File: src/hdl/sto_pkg.sv
// package: constants and types for the torque-off monitor
package sto_pkg;
  localparam int CLK_HZ = 25_000_000;
  localparam int SKEW_MS = 1000;
  localparam int SKEW_CYCLES = (CLK_HZ / 1000) * SKEW_MS;
  localparam int CNT_W = 25;
  typedef enum logic [1:0] {
    STO_IDLE = 2'b00,
    STO_RUN = 2'b01,
    STO_SHUT = 2'b11,
    STO_DISC = 2'b10
  } sto_state_e;
endpackage

File: src/hdl/sto_if.sv
// interface: synchronised channel levels from the input stage
`timescale 1ns/1ps
interface sto_chan_if;
  logic chanA;
  logic chanB;
  modport src (output chanA, output chanB);
  modport dst (input chanA, input chanB);
endinterface

File: src/hdl/sto_sync.sv
// two-flop synchronisers for both safety channel pins
`timescale 1ns/1ps
module sto_sync (
  input wire logic core_clk,
  input wire logic rst,
  // pins
  input wire logic chanAPin,
  input wire logic chanBPin,
  // synchronised
  sto_chan_if.src outp
);
  logic [1:0] stgA;
  logic [1:0] stgB;
  logic [1:0] next_stgA;
  logic [1:0] next_stgB;
  always_comb begin
    next_stgA = {stgA[0], chanAPin};
    next_stgB = {stgB[0], chanBPin};
  end
  // reset low: channels read as removed until proven high
  always_ff @(posedge core_clk or posedge rst) begin
    if (rst) begin
      stgA <= 2'h0;
      stgB <= 2'h0;
    end else begin
      stgA <= next_stgA;
      stgB <= next_stgB;
    end
  end
  assign outp.chanA = stgA[1];
  assign outp.chanB = stgB[1];
endmodule

File: src/hdl/sto_monitor.sv
// top: dual-channel safe torque-off monitor
// How it works
// - torque removed when both active-low channels low, each channel treated independently
// - valid dual shutdown disables amplifier and raises fault; motor coasts
// - after dual shutdown, no re-enable until fault reset clears the fault
// - only one channel low also disables amplifier, raises discrepancy fault once it outlasts the skew window
// - discrepancy fault ignores fault reset; only power-on reset clears it
// - no standstill supervision after torque removal
// - controlled stop from halt pin or fieldbus; standstill not supervised
// - after power-up the drive waits for an explicit enable command
`timescale 1ns/1ps
module sto_monitor
  import sto_pkg::*;
#(
  parameter int SKEW_LIMIT = SKEW_CYCLES
) (
  // clock and reset
  input wire logic core_clk,
  input wire logic rst,
  // safety channels, active low removal
  input wire logic safety_disable_chan_a_n,
  input wire logic safety_disable_chan_b_n,
  // commands from the drive controller
  input wire logic haltPin,
  input wire logic fieldbusHalt,
  input wire logic enableCmd,
  input wire logic faultReset,
  // drive outputs
  output logic ampEnable,
  output logic haltRequest,
  output logic shutdownFault,
  output logic discrepancyFault
);
  // the counter must hold the window and the compare must be reachable
  if (SKEW_LIMIT < 2 || SKEW_LIMIT >= (1 << CNT_W)) begin : g_bad_skew
    $error("SKEW_LIMIT out of range");
  end

  ////////////////////////////////////////////////////////////////////////////
  sto_chan_if chan ();
  logic haltSync0;
  logic haltSync1;
  logic next_haltSync0;
  logic next_haltSync1;

  sto_sync u_sync (
    .core_clk(core_clk),
    .rst(rst),
    .chanAPin(safety_disable_chan_a_n),
    .chanBPin(safety_disable_chan_b_n),
    .outp(chan.src)
  );

  // halt is a pin too, so it gets two flops
  always_comb begin
    next_haltSync0 = haltPin;
    next_haltSync1 = haltSync0;
  end
  always_ff @(posedge core_clk or posedge rst) begin
    if (rst) begin
      haltSync0 <= 1'b0;
      haltSync1 <= 1'b0;
    end else begin
      haltSync0 <= next_haltSync0;
      haltSync1 <= next_haltSync1;
    end
  end

  ////////////////////////////////////////////////////////////////////////////
  sto_state_e state;
  sto_state_e next_state;
  logic [CNT_W-1:0] skewCnt;
  logic [CNT_W-1:0] next_skewCnt;
  logic haltReq;
  logic next_haltReq;
  logic bothLow;
  logic oneLow;
  logic bothHigh;
  logic skewOut;

  assign bothLow = !chan.chanA && !chan.chanB;
  assign bothHigh = chan.chanA && chan.chanB;
  assign oneLow = chan.chanA ^ chan.chanB;
  assign skewOut = (skewCnt >= CNT_W'(SKEW_LIMIT - 1));

  always_comb begin
    next_state = state;
    next_skewCnt = '0;
    // controlled stop only asks the loop to decelerate; no standstill
    next_haltReq = haltSync1 || fieldbusHalt;
    if (oneLow) begin
      // count how long the channels disagree; partner keeps it under 1 s
      next_skewCnt = skewOut ? skewCnt : skewCnt + CNT_W'(1);
    end
    case (state)
      STO_IDLE: begin
        // power-up waits for an explicit enable, never self-starts
        if (bothHigh && enableCmd) begin
          next_state = STO_RUN;
        end
      end
      STO_RUN: begin
        if (bothLow) begin
          next_state = STO_SHUT;
        end else if (oneLow) begin
          // a lone drop may be the first half of a skewed dual drop
          next_state = STO_SHUT; // amplifier off now, discrepancy once skew runs out
        end
      end
      STO_SHUT: begin
        // skew beyond limit while shut turns into discrepancy
        if (oneLow && skewOut) begin
          next_state = STO_DISC;
        end else if (faultReset && bothHigh) begin
          // reset leads to idle, then a fresh enable is needed
          next_state = STO_IDLE;
        end
      end
      STO_DISC: begin
        next_state = STO_DISC; // only rst leaves here
      end
      default: begin
        next_state = STO_SHUT;
      end
    endcase
    // a lone drop in idle still latches discrepancy once skew expires
    if (state == STO_IDLE && oneLow && skewOut) begin
      next_state = STO_DISC;
    end
  end

  always_ff @(posedge core_clk or posedge rst) begin
    if (rst) begin
      state <= STO_IDLE;
      skewCnt <= '0;
      haltReq <= 1'b0;
    end else begin
      state <= next_state;
      skewCnt <= next_skewCnt;
      haltReq <= next_haltReq;
    end
  end

  // amplifier only while running; both fault states keep it off
  assign ampEnable = (state == STO_RUN);
  assign shutdownFault = (state == STO_SHUT);
  assign discrepancyFault = (state == STO_DISC);
  assign haltRequest = haltReq;

  ////////////////////////////////////////////////////////////////////////////
  // checker helper: disagreement cycles, counted apart from skewCnt
  // saturates so a stuck channel never wraps back into the window
  logic [CNT_W-1:0] lagCnt;
  logic [CNT_W-1:0] next_lagCnt;
  always_comb begin
    next_lagCnt = '0;
    if (oneLow && lagCnt != '1) begin
      next_lagCnt = lagCnt + CNT_W'(1);
    end else if (oneLow) begin
      next_lagCnt = lagCnt;
    end
  end
  always_ff @(posedge core_clk or posedge rst) begin
    if (rst) begin
      lagCnt <= '0;
    end else begin
      lagCnt <= next_lagCnt;
    end
  end

  ////////////////////////////////////////////////////////////////////////////
  chk_dual_drop_off: assert property (@(posedge core_clk) disable iff (rst)
    (state == STO_RUN && bothLow) |=> (shutdownFault && !ampEnable))
    else $error("dual drop did not latch shutdown");
  chk_single_drop: assert property (@(posedge core_clk) disable iff (rst)
    (state == STO_RUN && oneLow) |=> (shutdownFault && !ampEnable))
    else $error("single drop did not stop the amplifier");
  chk_disc_sticky: assert property (@(posedge core_clk) disable iff (rst)
    discrepancyFault |=> discrepancyFault [*8])
    else $error("discrepancy fault cleared without reset");
  chk_no_reenable: assert property (@(posedge core_clk) disable iff (rst)
    (shutdownFault && !faultReset) |=> !ampEnable)
    else $error("amplifier re-enabled without fault reset");
  chk_reset_clear: assert property (@(posedge core_clk) disable iff (rst)
    (shutdownFault && faultReset && bothHigh && !oneLow) |=> (!shutdownFault && !ampEnable)
    ##1 (!ampEnable || $past(enableCmd)))
    else $error("fault reset mishandled");
  chk_enable_explicit: assert property (@(posedge core_clk) disable iff (rst)
    $rose(ampEnable) |-> $past(enableCmd) && $past(state) == STO_IDLE)
    else $error("amplifier started without enable");
  chk_faults_exclusive: assert property (@(posedge core_clk) disable iff (rst)
    !(ampEnable && (shutdownFault || discrepancyFault)) && !(shutdownFault && discrepancyFault))
    else $error("fault states overlap");
  chk_halt_path: assert property (@(posedge core_clk) disable iff (rst)
    fieldbusHalt |=> haltRequest)
    else $error("fieldbus halt not forwarded");
  chk_drop_off: assert property (@(posedge core_clk) disable iff (rst)
    (!chan.chanA || !chan.chanB) |=> !ampEnable)
    else $error("amplifier on with a channel removed");
  chk_lag_window: assert property (@(posedge core_clk) disable iff (rst)
    (!discrepancyFault && lagCnt < CNT_W'(SKEW_LIMIT - 1)) |=> !discrepancyFault)
    else $error("discrepancy latched inside the skew window");
  chk_lag_latch: assert property (@(posedge core_clk) disable iff (rst)
    (oneLow && lagCnt >= CNT_W'(SKEW_LIMIT - 1)) |=> discrepancyFault)
    else $error("lone channel outlived the skew window unlatched");
  chk_dual_no_disc: assert property (@(posedge core_clk) disable iff (rst)
    (bothLow && !discrepancyFault) |=> !discrepancyFault)
    else $error("dual drop raised discrepancy");
  chk_shut_hold: assert property (@(posedge core_clk) disable iff (rst)
    (shutdownFault && !faultReset && !(oneLow && skewOut)) |=> shutdownFault)
    else $error("shutdown fault cleared without fault reset");
  chk_halt_pin: assert property (@(posedge core_clk) disable iff (rst)
    haltPin [*3] |=> haltRequest)
    else $error("halt pin not forwarded");
  chk_idle_hold: assert property (@(posedge core_clk) disable iff (rst)
    (state == STO_IDLE && !enableCmd) |=> !ampEnable)
    else $error("amplifier started from idle without enable");
  chk_enable_refused: assert property (@(posedge core_clk) disable iff (rst)
    (state == STO_IDLE && !bothHigh) |=> !ampEnable)
    else $error("amplifier started with a channel removed");
endmodule

File: config.mk
export PLATFORM = sky130hd
export DESIGN_NAME = sto_monitor
export DESIGN_NICKNAME = d
export VERILOG_FILES = /design/src/hdl/sto_pkg.sv /design/src/hdl/sto_if.sv /design/src/hdl/sto_sync.sv /design/src/hdl/sto_monitor.sv
export SDC_FILE = /design/constraint.sdc
export NUM_CORES = 1
export LEC_CHECK = 0
export BUFFER_PORTS_ARGS = -buffer_cell sky130_fd_sc_hd__buf_2
export CORE_MARGIN = 2
export CORE_UTILIZATION = 25
export DETAILED_ROUTE_END_ITERATION = 6
export SLEW_MARGIN = 30
export SYNTH_ARGS = -nofsm -noshare
export SYNTH_HDL_FRONTEND = slang
export SYNTH_SLANG_ARGS = --single-unit
File: constraint.sdc
create_clock -name core_clk -period 3.8 [get_ports core_clk]
set_input_delay 0.76 -clock core_clk [delete_from_list [all_inputs] [get_ports core_clk]]
set_output_delay 0.76 -clock core_clk [all_outputs]
set_load 0.01 [all_outputs]
==> results.sh, run 1 <==
export IMPL_worst_r2r_setup_slack_ns=1.20
export IMPL_layoutNonFillerInstCount=300
export IMPL_route_detailed_drc=0
export IMPL_coreArea_sq_um=7210
export IMPL_numPortBuffers=11
export IMPL_final_setup_tns_ns=0
export IMPL_grt_pass1_vias=1367
export IMPL_syn_avg_cell_area_sq_um=9.74
export IMPL_fin_skew_ns=0.00558
export IMPL_synthDistinctLibCells=40
export IMPL_netlist_area_sq_um=1850
export IMPL_antennaDiodeCount=0
export IMPL_numCtsBuffers=5
export IMPL_wl_microns=3700
export IMPL_post_cts_setup_buffers=0
export IMPL_synth_async_reset_ratio=1.00
export IMPL_critPathMaxFanout=24
export IMPL_critPathLaunchType="register"
export IMPL_relSlewSlack=0.430
export IMPL_vias=1468
export IMPL_ys_seq_area_frac=0.460
export IMPL_cts_sinks=34
export IMPL_rsz0062_at_grt="false"
export IMPL_row_count=31
export IMPL_power_density_nw_per_um2=360
export IMPL_ys_ff_latch=34
export IMPL_die_h_microns=90.0
export IMPL_drtIter0Drc=62
export IMPL_globalplace_congestion=0.789
export IMPL_synth_top_cell_by_area="dfrtp_1"
export IMPL_place_hpwl_microns=2530
export IMPL_worstMarginPinSlew_ns=0.852
export IMPL_synth_flop_cell="dfrtp_1"
export IMPL_yosysTopAreaCellShare=0.460
export IMPL_path_clk_slew_ns=0.07
export IMPL_hold_violations=0
export IMPL_grt_max_degree=27
export IMPL_cts_hold_repair_buffers=0
export IMPL_cp_end_kind="register"
export IMPL_clockRootBuffer="clkbuf_8"
export IMPL_placed_cell_area_sq_um=1990
export IMPL_numPlacedInstances=292
export IMPL_ir_drop_mv=0.122
export IMPL_clock_latency_ns=0.29
export IMPL_grt_util_all_layers=0.0994
export IMPL_p_leak_uw=0.000824
export IMPL_setup_viol=0
export IMPL_outcome="finished clean"
export IMPL_drtAntennaViolNets=0
export IMPL_yosys_warnings=0
export IMPL_fillers=780
export IMPL_hold_path_class="register to register"
export IMPL_holdWs_ns=0.349
export IMPL_synthTopCellsByArea="dfrtp_1 46%, o31ai_1 4.9%, or4_1 4.5%"
export IMPL_dr_pass1_iters=4
export IMPL_area_delta_synth_final_pct=13.0
export IMPL_grt_antenna_before_repair=0
export IMPL_drive_gt1_frac=0.124
export IMPL_overflow=0
export IMPL_viasPerCell=4.89
export IMPL_syn_nets=201
export IMPL_max_freq_mhz=384
export IMPL_required_ns=3.98
export IMPL_clock_path_buffers=2
export IMPL_design_area_sq_um=2090
export IMPL_drv_slew=0
export IMPL_initial_core_util=0.257
export IMPL_grt_pass1_wl_microns=6580
export IMPL_syn_inst=190
export IMPL_synth_edf_count=0
export IMPL_critical_path_class="register to register"
export IMPL_finalNetCount=211
export IMPL_cp_data_arrival_time_ns=2.78
export IMPL_avgRoutedWirePerCell_microns=12.3
export IMPL_fp_dieW_microns=90.0
export IMPL_ctsResizeCount=0
export IMPL_fin_crit_ns=2.60
export IMPL_die_area_sq_um=8110
export IMPL_cap_violations=0
export IMPL_fin_crit_sh=0.685
export IMPL_cts_max_level=2
export IMPL_cts_tree="yes"
export IMPL_io_pins=12
## cell usage after synthesis, types with 3 or more instances
master / n
inv_1: 5
o31ai_1: 12
nand4_1: 7
ha_1: 3
or3_1: 4
and2_1: 5
nand3_1: 11
mux2i_1: 8
nor4_1: 3
clkbuf_1: 6
or4_1: 11
nand2_1: 20
o21ai_0: 5
o21ai_1: 3
nand2b_1: 10
a21oi_1: 12
dfrtp_1: 34
and4_1: 3
## cell type report
cell class / instances / area [sq um] / share of cell area
Multi-Input combinational cell: 141 / 922 / 0.441
Sequential cell: 34 / 851 / 0.407
Tap cell: 99 / 124 / 0.0592
Clock buffer: 7 / 76.3 / 0.0365
Timing Repair Buffer: 13 / 70.1 / 0.0335
Clock inverter: 1 / 30.0 / 0.0144
Inverter: 5 / 18.8 / 0.00897
## stage by stage
stage / total power [uW] / setup WS (ns) / util
2_1_floorplan: 417 / 1.65 / -
3_3_place_gp: 431 / 1.23 / 0.275
3_5_place_dp: 432 / 1.18 / 0.275
4_1_cts: 761 / 1.17 / 0.290
5_1_grt: 781 / 1.02 / 0.290
6_report: 754 / 1.20 / 0.290
## power by group
part	leakage [uW]	internal [uW]	total [uW]	switching (uW)
logic	0.000322	15.5	48.0	32.5
registers	0.000450	371	376	5.90
clock network	0.0000524	196	330	133
total	0.000824	582	754	172
## registers in the layout, summed over array words and instances (netlist names)
name and flops:
haltSync0 1, haltRequest 1, skewCnt 25, u_sync.stgA 2, u_sync.stgB 2, state 2
haltSync1 1
## kinds of logic after synthesis
group | share of synthesized area
flops | 0.460
compound gates | 0.160
buf+inv | 0.0433
simple gates | 0.273
mux | 0.0433
fa+ha+maj | 0.0203
## layer usage
layer  part of all wire  track usage  vias up  wire (microns)
met5                  0            0        -               0
met4              0.017       0.0487        0              64
met3              0.037       0.0327        4             136
met2               0.44        0.139       20            1610
met1               0.51        0.137      708            1880
li1                   -            -      736               -
## cell usage in the layout, fill, tap and decap left out, drive strengths merged, types with 4 or more instances in the layout
master and instances:
mux2i 8, buf 13, and2 6, dfrtp 34
or3 4, or4 12, nand2 20, o21ai 8
inv 5, o31ai 12, nand4 7, nand3 11
nand2b 10, a21oi 13, clkbuf 7
## final timing paths
check,from,to,depth (start not counted)
max in group asynchronous,rst,skewCnt[8],3
worst min-delay path,u_sync.stgB[0],u_sync.stgB[1],0
worst min register to register,u_sync.stgB[0],u_sync.stgB[1],0
min in group asynchronous,rst,skewCnt[22],2
worst max-delay path,skewCnt[10],state[0],5
worst max register to register,skewCnt[10],state[0],5
## critical path, cell delays in order (launching register included)
cell and delay (ns):
dfrtp_1 0.44, or4_1 0.52, or4_4 0.44, a211oi_4 0.74, o21ai_1 0.16, a21o_1 0.20
Power figures use the tool's default switching activity.
==> run 2: changes to the inputs <==
==> constraint.sdc (replaced) <==
create_clock -name core_clk -period 2.2 [get_ports core_clk]
set_input_delay 0.44 -clock core_clk [delete_from_list [all_inputs] [get_ports core_clk]]
set_output_delay 0.44 -clock core_clk [all_outputs]
set_load 0.01 [all_outputs]
==> results.sh, run 2 (synthesized netlist as in run 1, its figures left out) <==
export IMPL_place_hpwl_microns=2670
export IMPL_initial_core_util=0.257
export IMPL_critPathLaunchType="register"
export IMPL_vias=1512
export IMPL_final_common_cell="dfrtp_1"
export IMPL_clockRootBuffer="clkbuf_8"
export IMPL_power_internal_uw=881
export IMPL_path_clk_slew_ns=0.07
export IMPL_cap_violations=0
export IMPL_hold_path_class="input port to async pin"
export IMPL_numPortBuffers=11
export IMPL_viasPerCell=4.97
export IMPL_dr_pass1_iters=4
export IMPL_required_ns=2.35
export IMPL_drtIter0Drc=124
export IMPL_cts_max_level=2
export IMPL_rsz0062_at_grt="false"
export IMPL_relSlewSlack=0.696
export IMPL_die_area_sq_um=8110
export IMPL_cts_hold_repair_buffers=0
export IMPL_top_register="skewCnt"
export IMPL_max_freq_mhz=480
export IMPL_clock_latency_ns=0.29
export IMPL_fin_skew_ns=0.00560
export IMPL_largest_reg_flops=25
export IMPL_crit_chain="or4_1 > or4_4 > a211oi_4 > buf_12 > or4_1 > a21oi_2"
export IMPL_wl_microns=3980
export IMPL_die_h_microns=90.0
export IMPL_ctsResizeCount=0
export IMPL_fp_dieW_microns=90.0
export IMPL_globalplace_congestion=0.781
export IMPL_swShare=0.248
export IMPL_cp_end_kind="register"
export IMPL_cp_slowest_cell="or4_1"
export IMPL_grt_util_all_layers=0.107
export IMPL_antennaDiodeCount=0
export IMPL_avgRoutedWirePerCell_microns=13.1
export IMPL_drv_slew=0
export IMPL_cts_tree="yes"
export IMPL_cts_sinks=34
export IMPL_finalNetCount=216
export IMPL_post_cts_setup_buffers=0
export IMPL_power_density_nw_per_um2=549
export IMPL_grt_max_degree=35
export IMPL_cpPeakStageDelay_ns=0.47
export IMPL_cp_data_arrival_time_ns=2.24
export IMPL_route_detailed_drc=0
export IMPL_coreArea_sq_um=7210
export IMPL_setup_viol=0
export IMPL_clock_path_buffers=2
export IMPL_pwr_share_seq=0.555
export IMPL_final_cell_mix="34 x dfrtp_1, 20 x nand2_1, 12 x o31ai_1, 12 x a21oi_1"
export IMPL_grt_pass1_vias=1438
export IMPL_overflow=0
export IMPL_grt_pass1_wl_microns=7090
export IMPL_row_count=31
export IMPL_p_comb_frac=0.073
export IMPL_worstMarginPinSlew_ns=0.455
export IMPL_final_setup_tns_ns=0
export IMPL_drive_gt1_frac=0.151
export IMPL_ir_drop_mv=0.181
export IMPL_critPathMaxFanout=23
export IMPL_drtAntennaViolNets=0
export IMPL_area_delta_synth_final_pct=15.2
export IMPL_p_leak_uw=0.000848
export IMPL_design_area_sq_um=2130
export IMPL_p_switching_uw=290
export IMPL_numCtsBuffers=5
export IMPL_grt_antenna_before_repair=0
export IMPL_fin_crit_sh=0.947
export IMPL_placed_cell_area_sq_um=2050
export IMPL_io_pins=12
export IMPL_outcome="finished clean"
export IMPL_hold_violations=0
export IMPL_fin_crit_ns=2.08
export IMPL_path_common_cell="or4_1"
export IMPL_clock_power_share=0.372
export IMPL_critical_path_class="register to register"
run 2: changes by cell type in the layout (fill, tap and decap cells not counted), sizes merged:
cell / previous run / this run
clkbuf: 7 / 5
bufinv: 1 / 0
clkinv: 0 / 2
buf: 13 / 18
run 2: power groups by stage:
stage | combinational [uW] | clock, uW | sequential (uW)
floorplan | 60.4 | 0 | 660
global placement | 86.7 | 0 | 661
detailed placement | 89.2 | 0 | 662
CTS | 89.1 | 455 | 650
global route | 102 | 478 | 652
finish | 85.7 | 436 | 650
run 2: layer usage:
metal,GRT usage,vias to the layer above,routed length [microns]
met3,0.0251,2,140
met5,0,-,0
met1,0.142,745,1930
li1,-,740,-
met4,0.0462,0,47
met2,0.165,25,1860
run 2: worst max-delay path: cells and delay by family (launching register included):
kind / cells / cell delay, ns
AOI/OAI and AO/OA: 2 / 0.29
buffers and inverters: 1 / 0.19
DFF: 1 / 0.42
and+or+nand+nor: 3 / 1.05
run 2: final timing paths:
kind / to / cells after the start / startpoint / slack [ns]
max: skewCnt[6] / 6 / skewCnt[23] / 0.12
min: skewCnt[19] / 3 / rst / 0.24
max reg2reg: skewCnt[6] / 6 / skewCnt[23] / 0.12
min reg2reg: u_sync.stgA[1] / 0 / u_sync.stgA[0] / 0.35
max in group asynchronous: skewCnt[3] / 3 / rst / 1.65
min in group core_clk: u_sync.stgB[0] / 1 / safety_disable_chan_b_n / 0.25
run 2: layout make-up:
class | count | area [sq um]
Fill cell | 775 | 5080
Tap cell | 99 | 124
Multi-Input combinational cell | 141 | 927
Inverter | 5 | 18.8
Clock inverter | 2 | 10.0
Clock buffer | 5 | 68.8
Sequential cell | 34 | 851
Timing Repair Buffer | 18 | 133
run 2: per-stage QoR:
step	hold WS, ns	total power (uW)	worst slack (ns)	util	std cells
after floorplan	0.331	720	0.0550	-	190
after global placement	0.332	748	0.111	0.284	297
after detailed placement	0.336	752	0.0693	0.284	297
after CTS	0.244	1190	0.0656	0.295	304
after global routing	0.244	1230	0.0280	0.296	304
final	0.241	1170	0.116	0.296	304
==> run 3: changes to the inputs <==
--- a/config.mk
+++ b/config.mk
@@ -8,6 +8,7 @@
 export BUFFER_PORTS_ARGS = -buffer_cell sky130_fd_sc_hd__buf_2
 export CORE_MARGIN = 2
 export CORE_UTILIZATION = 25
+export CTS_CLUSTER_DIAMETER = 150
 export DETAILED_ROUTE_END_ITERATION = 6
 export SLEW_MARGIN = 30
 export SYNTH_ARGS = -nofsm -noshare
==> constraint.sdc (replaced) <==
create_clock -name core_clk -period 2.3 [get_ports core_clk]
set_input_delay 0.46 -clock core_clk [delete_from_list [all_inputs] [get_ports core_clk]]
set_output_delay 0.46 -clock core_clk [all_outputs]
set_load 0.1 [all_outputs]
==> results.sh, run 3 (synthesized netlist as in run 1, its figures left out) <==
export IMPL_p_leak_uw=0.000840
export IMPL_grt_pass1_wl_microns=6550
export IMPL_fin_crit_sh=0.950
export IMPL_required_ns=2.45
export IMPL_finalNetCount=215
export IMPL_drv_slew=0
export IMPL_numCtsBuffers=5
export IMPL_cp_data_arrival_time_ns=2.33
export IMPL_cts_hold_repair_buffers=0
export IMPL_vias=1504
export IMPL_initial_core_util=0.257
export IMPL_cp_end_kind="register"
export IMPL_max_freq_mhz=458
export IMPL_coreArea_sq_um=7210
export IMPL_hold_path_class="input port to async pin"
export IMPL_outcome="finished clean"
export IMPL_place_hpwl_microns=2630
export IMPL_setup_viol=0
export IMPL_hold_violations=0
export IMPL_top_register="skewCnt"
export IMPL_grt_max_degree=35
export IMPL_path_clk_slew_ns=0.07
export IMPL_area_delta_synth_final_pct=13.9
export IMPL_fin_skew_ns=0.00356
export IMPL_cts_tree="yes"
export IMPL_drtAntennaViolNets=0
export IMPL_worstMarginPinSlew_ns=0.484
export IMPL_final_cell_mix="34 x dfrtp_1, 20 x nand2_1, 12 x o31ai_1, 12 x a21oi_1"
export IMPL_cts_sinks=34
export IMPL_ir_drop_mv=0.168
export IMPL_reg2regPathDepth=6
export IMPL_clock_path_buffers=2
export IMPL_antennaDiodeCount=0
export IMPL_grt_util_all_layers=0.0993
export IMPL_ctsResizeCount=0
export IMPL_total_power_uw=1130
export IMPL_dr_pass1_iters=4
export IMPL_grt_antenna_before_repair=0
export IMPL_fin_crit_ns=2.19
export IMPL_final_setup_tns_ns=0
export IMPL_cts_max_level=2
export IMPL_largest_reg_flops=25
export IMPL_power_density_nw_per_um2=534
export IMPL_rsz0062_at_grt="false"
export IMPL_cpPeakStageDelay_ns=0.52
export IMPL_cap_violations=0
export IMPL_startpoint="skewCnt[9]"
export IMPL_io_pins=12
export IMPL_grt_pass1_vias=1411
export IMPL_final_common_cell="dfrtp_1"
export IMPL_fillers=775
export IMPL_path_common_cell="or4_1"
export IMPL_post_cts_setup_buffers=0
export IMPL_fp_dieW_microns=90.0
export IMPL_critPathMaxFanout=23
export IMPL_numPortBuffers=11
export IMPL_clockRootBuffer="clkbuf_8"
export IMPL_avgRoutedWirePerCell_microns=12.8
export IMPL_cp_slowest_cell="or4_1"
export IMPL_die_h_microns=90.0
export IMPL_wl_microns=3890
export IMPL_row_count=31
export IMPL_relSlewSlack=0.680
export IMPL_viasPerCell=4.96
export IMPL_critical_path_class="register to register"
export IMPL_drtIter0Drc=45
export IMPL_overflow=0
export IMPL_critPathLaunchType="register"
export IMPL_drive_gt1_frac=0.147
export IMPL_crit_chain="or4_1 > or4_4 > a211oi_4 > buf_12 > or4_1 > a21oi_1"
export IMPL_rr_startpoint="skewCnt[9]"
export IMPL_die_area_sq_um=8110
export IMPL_route_detailed_drc=0
export IMPL_clock_latency_ns=0.28
export IMPL_globalplace_congestion=0.768
## run 3: where the power goes
group	total (uW)	internal (uW)	switching [uW]
combinational	88.4	27.2	61.1
sequential	622	612	9.28
clock	415	203	213
## run 3: final timing paths
kind,slack (ns),to
min in group core_clk,0.28,u_sync.stgB[0]
worst min register to register,0.35,u_sync.stgB[1]
worst min-delay path,0.27,skewCnt[18]
max in group asynchronous,1.72,state[1]
worst max register to register,0.11,skewCnt[2]
worst max-delay path,0.11,skewCnt[2]
## run 3: routing by layer
metal | part of all wire | vias to the layer above | track usage | wire [microns]
met1 | 0.48 | 745 | 0.121 | 1860
li1 | - | 739 | - | -
met5 | 0 | - | 0 | 0
met3 | 0.026 | 4 | 0.0285 | 103
met4 | 0.017 | 0 | 0.0513 | 66
met2 | 0.48 | 16 | 0.160 | 1860
## run 3: stage by stage
| stage | utilization | hold WS, ns | area, sq um | cells | worst slack [ns] |
|---|---|---|---|---|---|
| 2_1_floorplan | - | 0.331 | 1850 | 190 | 0.0365 |
| 4_1_cts | 0.292 | 0.269 | 2110 | 303 | 0.111 |
| 6_report | 0.292 | 0.271 | 2110 | 303 | 0.115 |
| 3_3_place_gp | 0.281 | 0.332 | 2030 | 296 | 0.184 |
| 3_5_place_dp | 0.281 | 0.335 | 2030 | 296 | 0.119 |
| 5_1_grt | 0.292 | 0.265 | 2110 | 303 | 0.0253 |
## run 3: area by class of cell
type                    count  area [sq um]  area share
repair buffers             17           113      0.0534
multi-input cells         141           922       0.438
clock buffers               5          68.8      0.0327
flip-flops and latches     34           851       0.404
clock inverters             2          10.0     0.00475
well taps                  99           124      0.0588
inverters                   5          18.8     0.00891
## run 3: worst max-delay path, delay by kind of cell (launching register included)
kind            cells  cell delay (ns)
compound gates      2             0.36
flops               1             0.41
simple gates        3             1.07
buf+inv             1             0.20
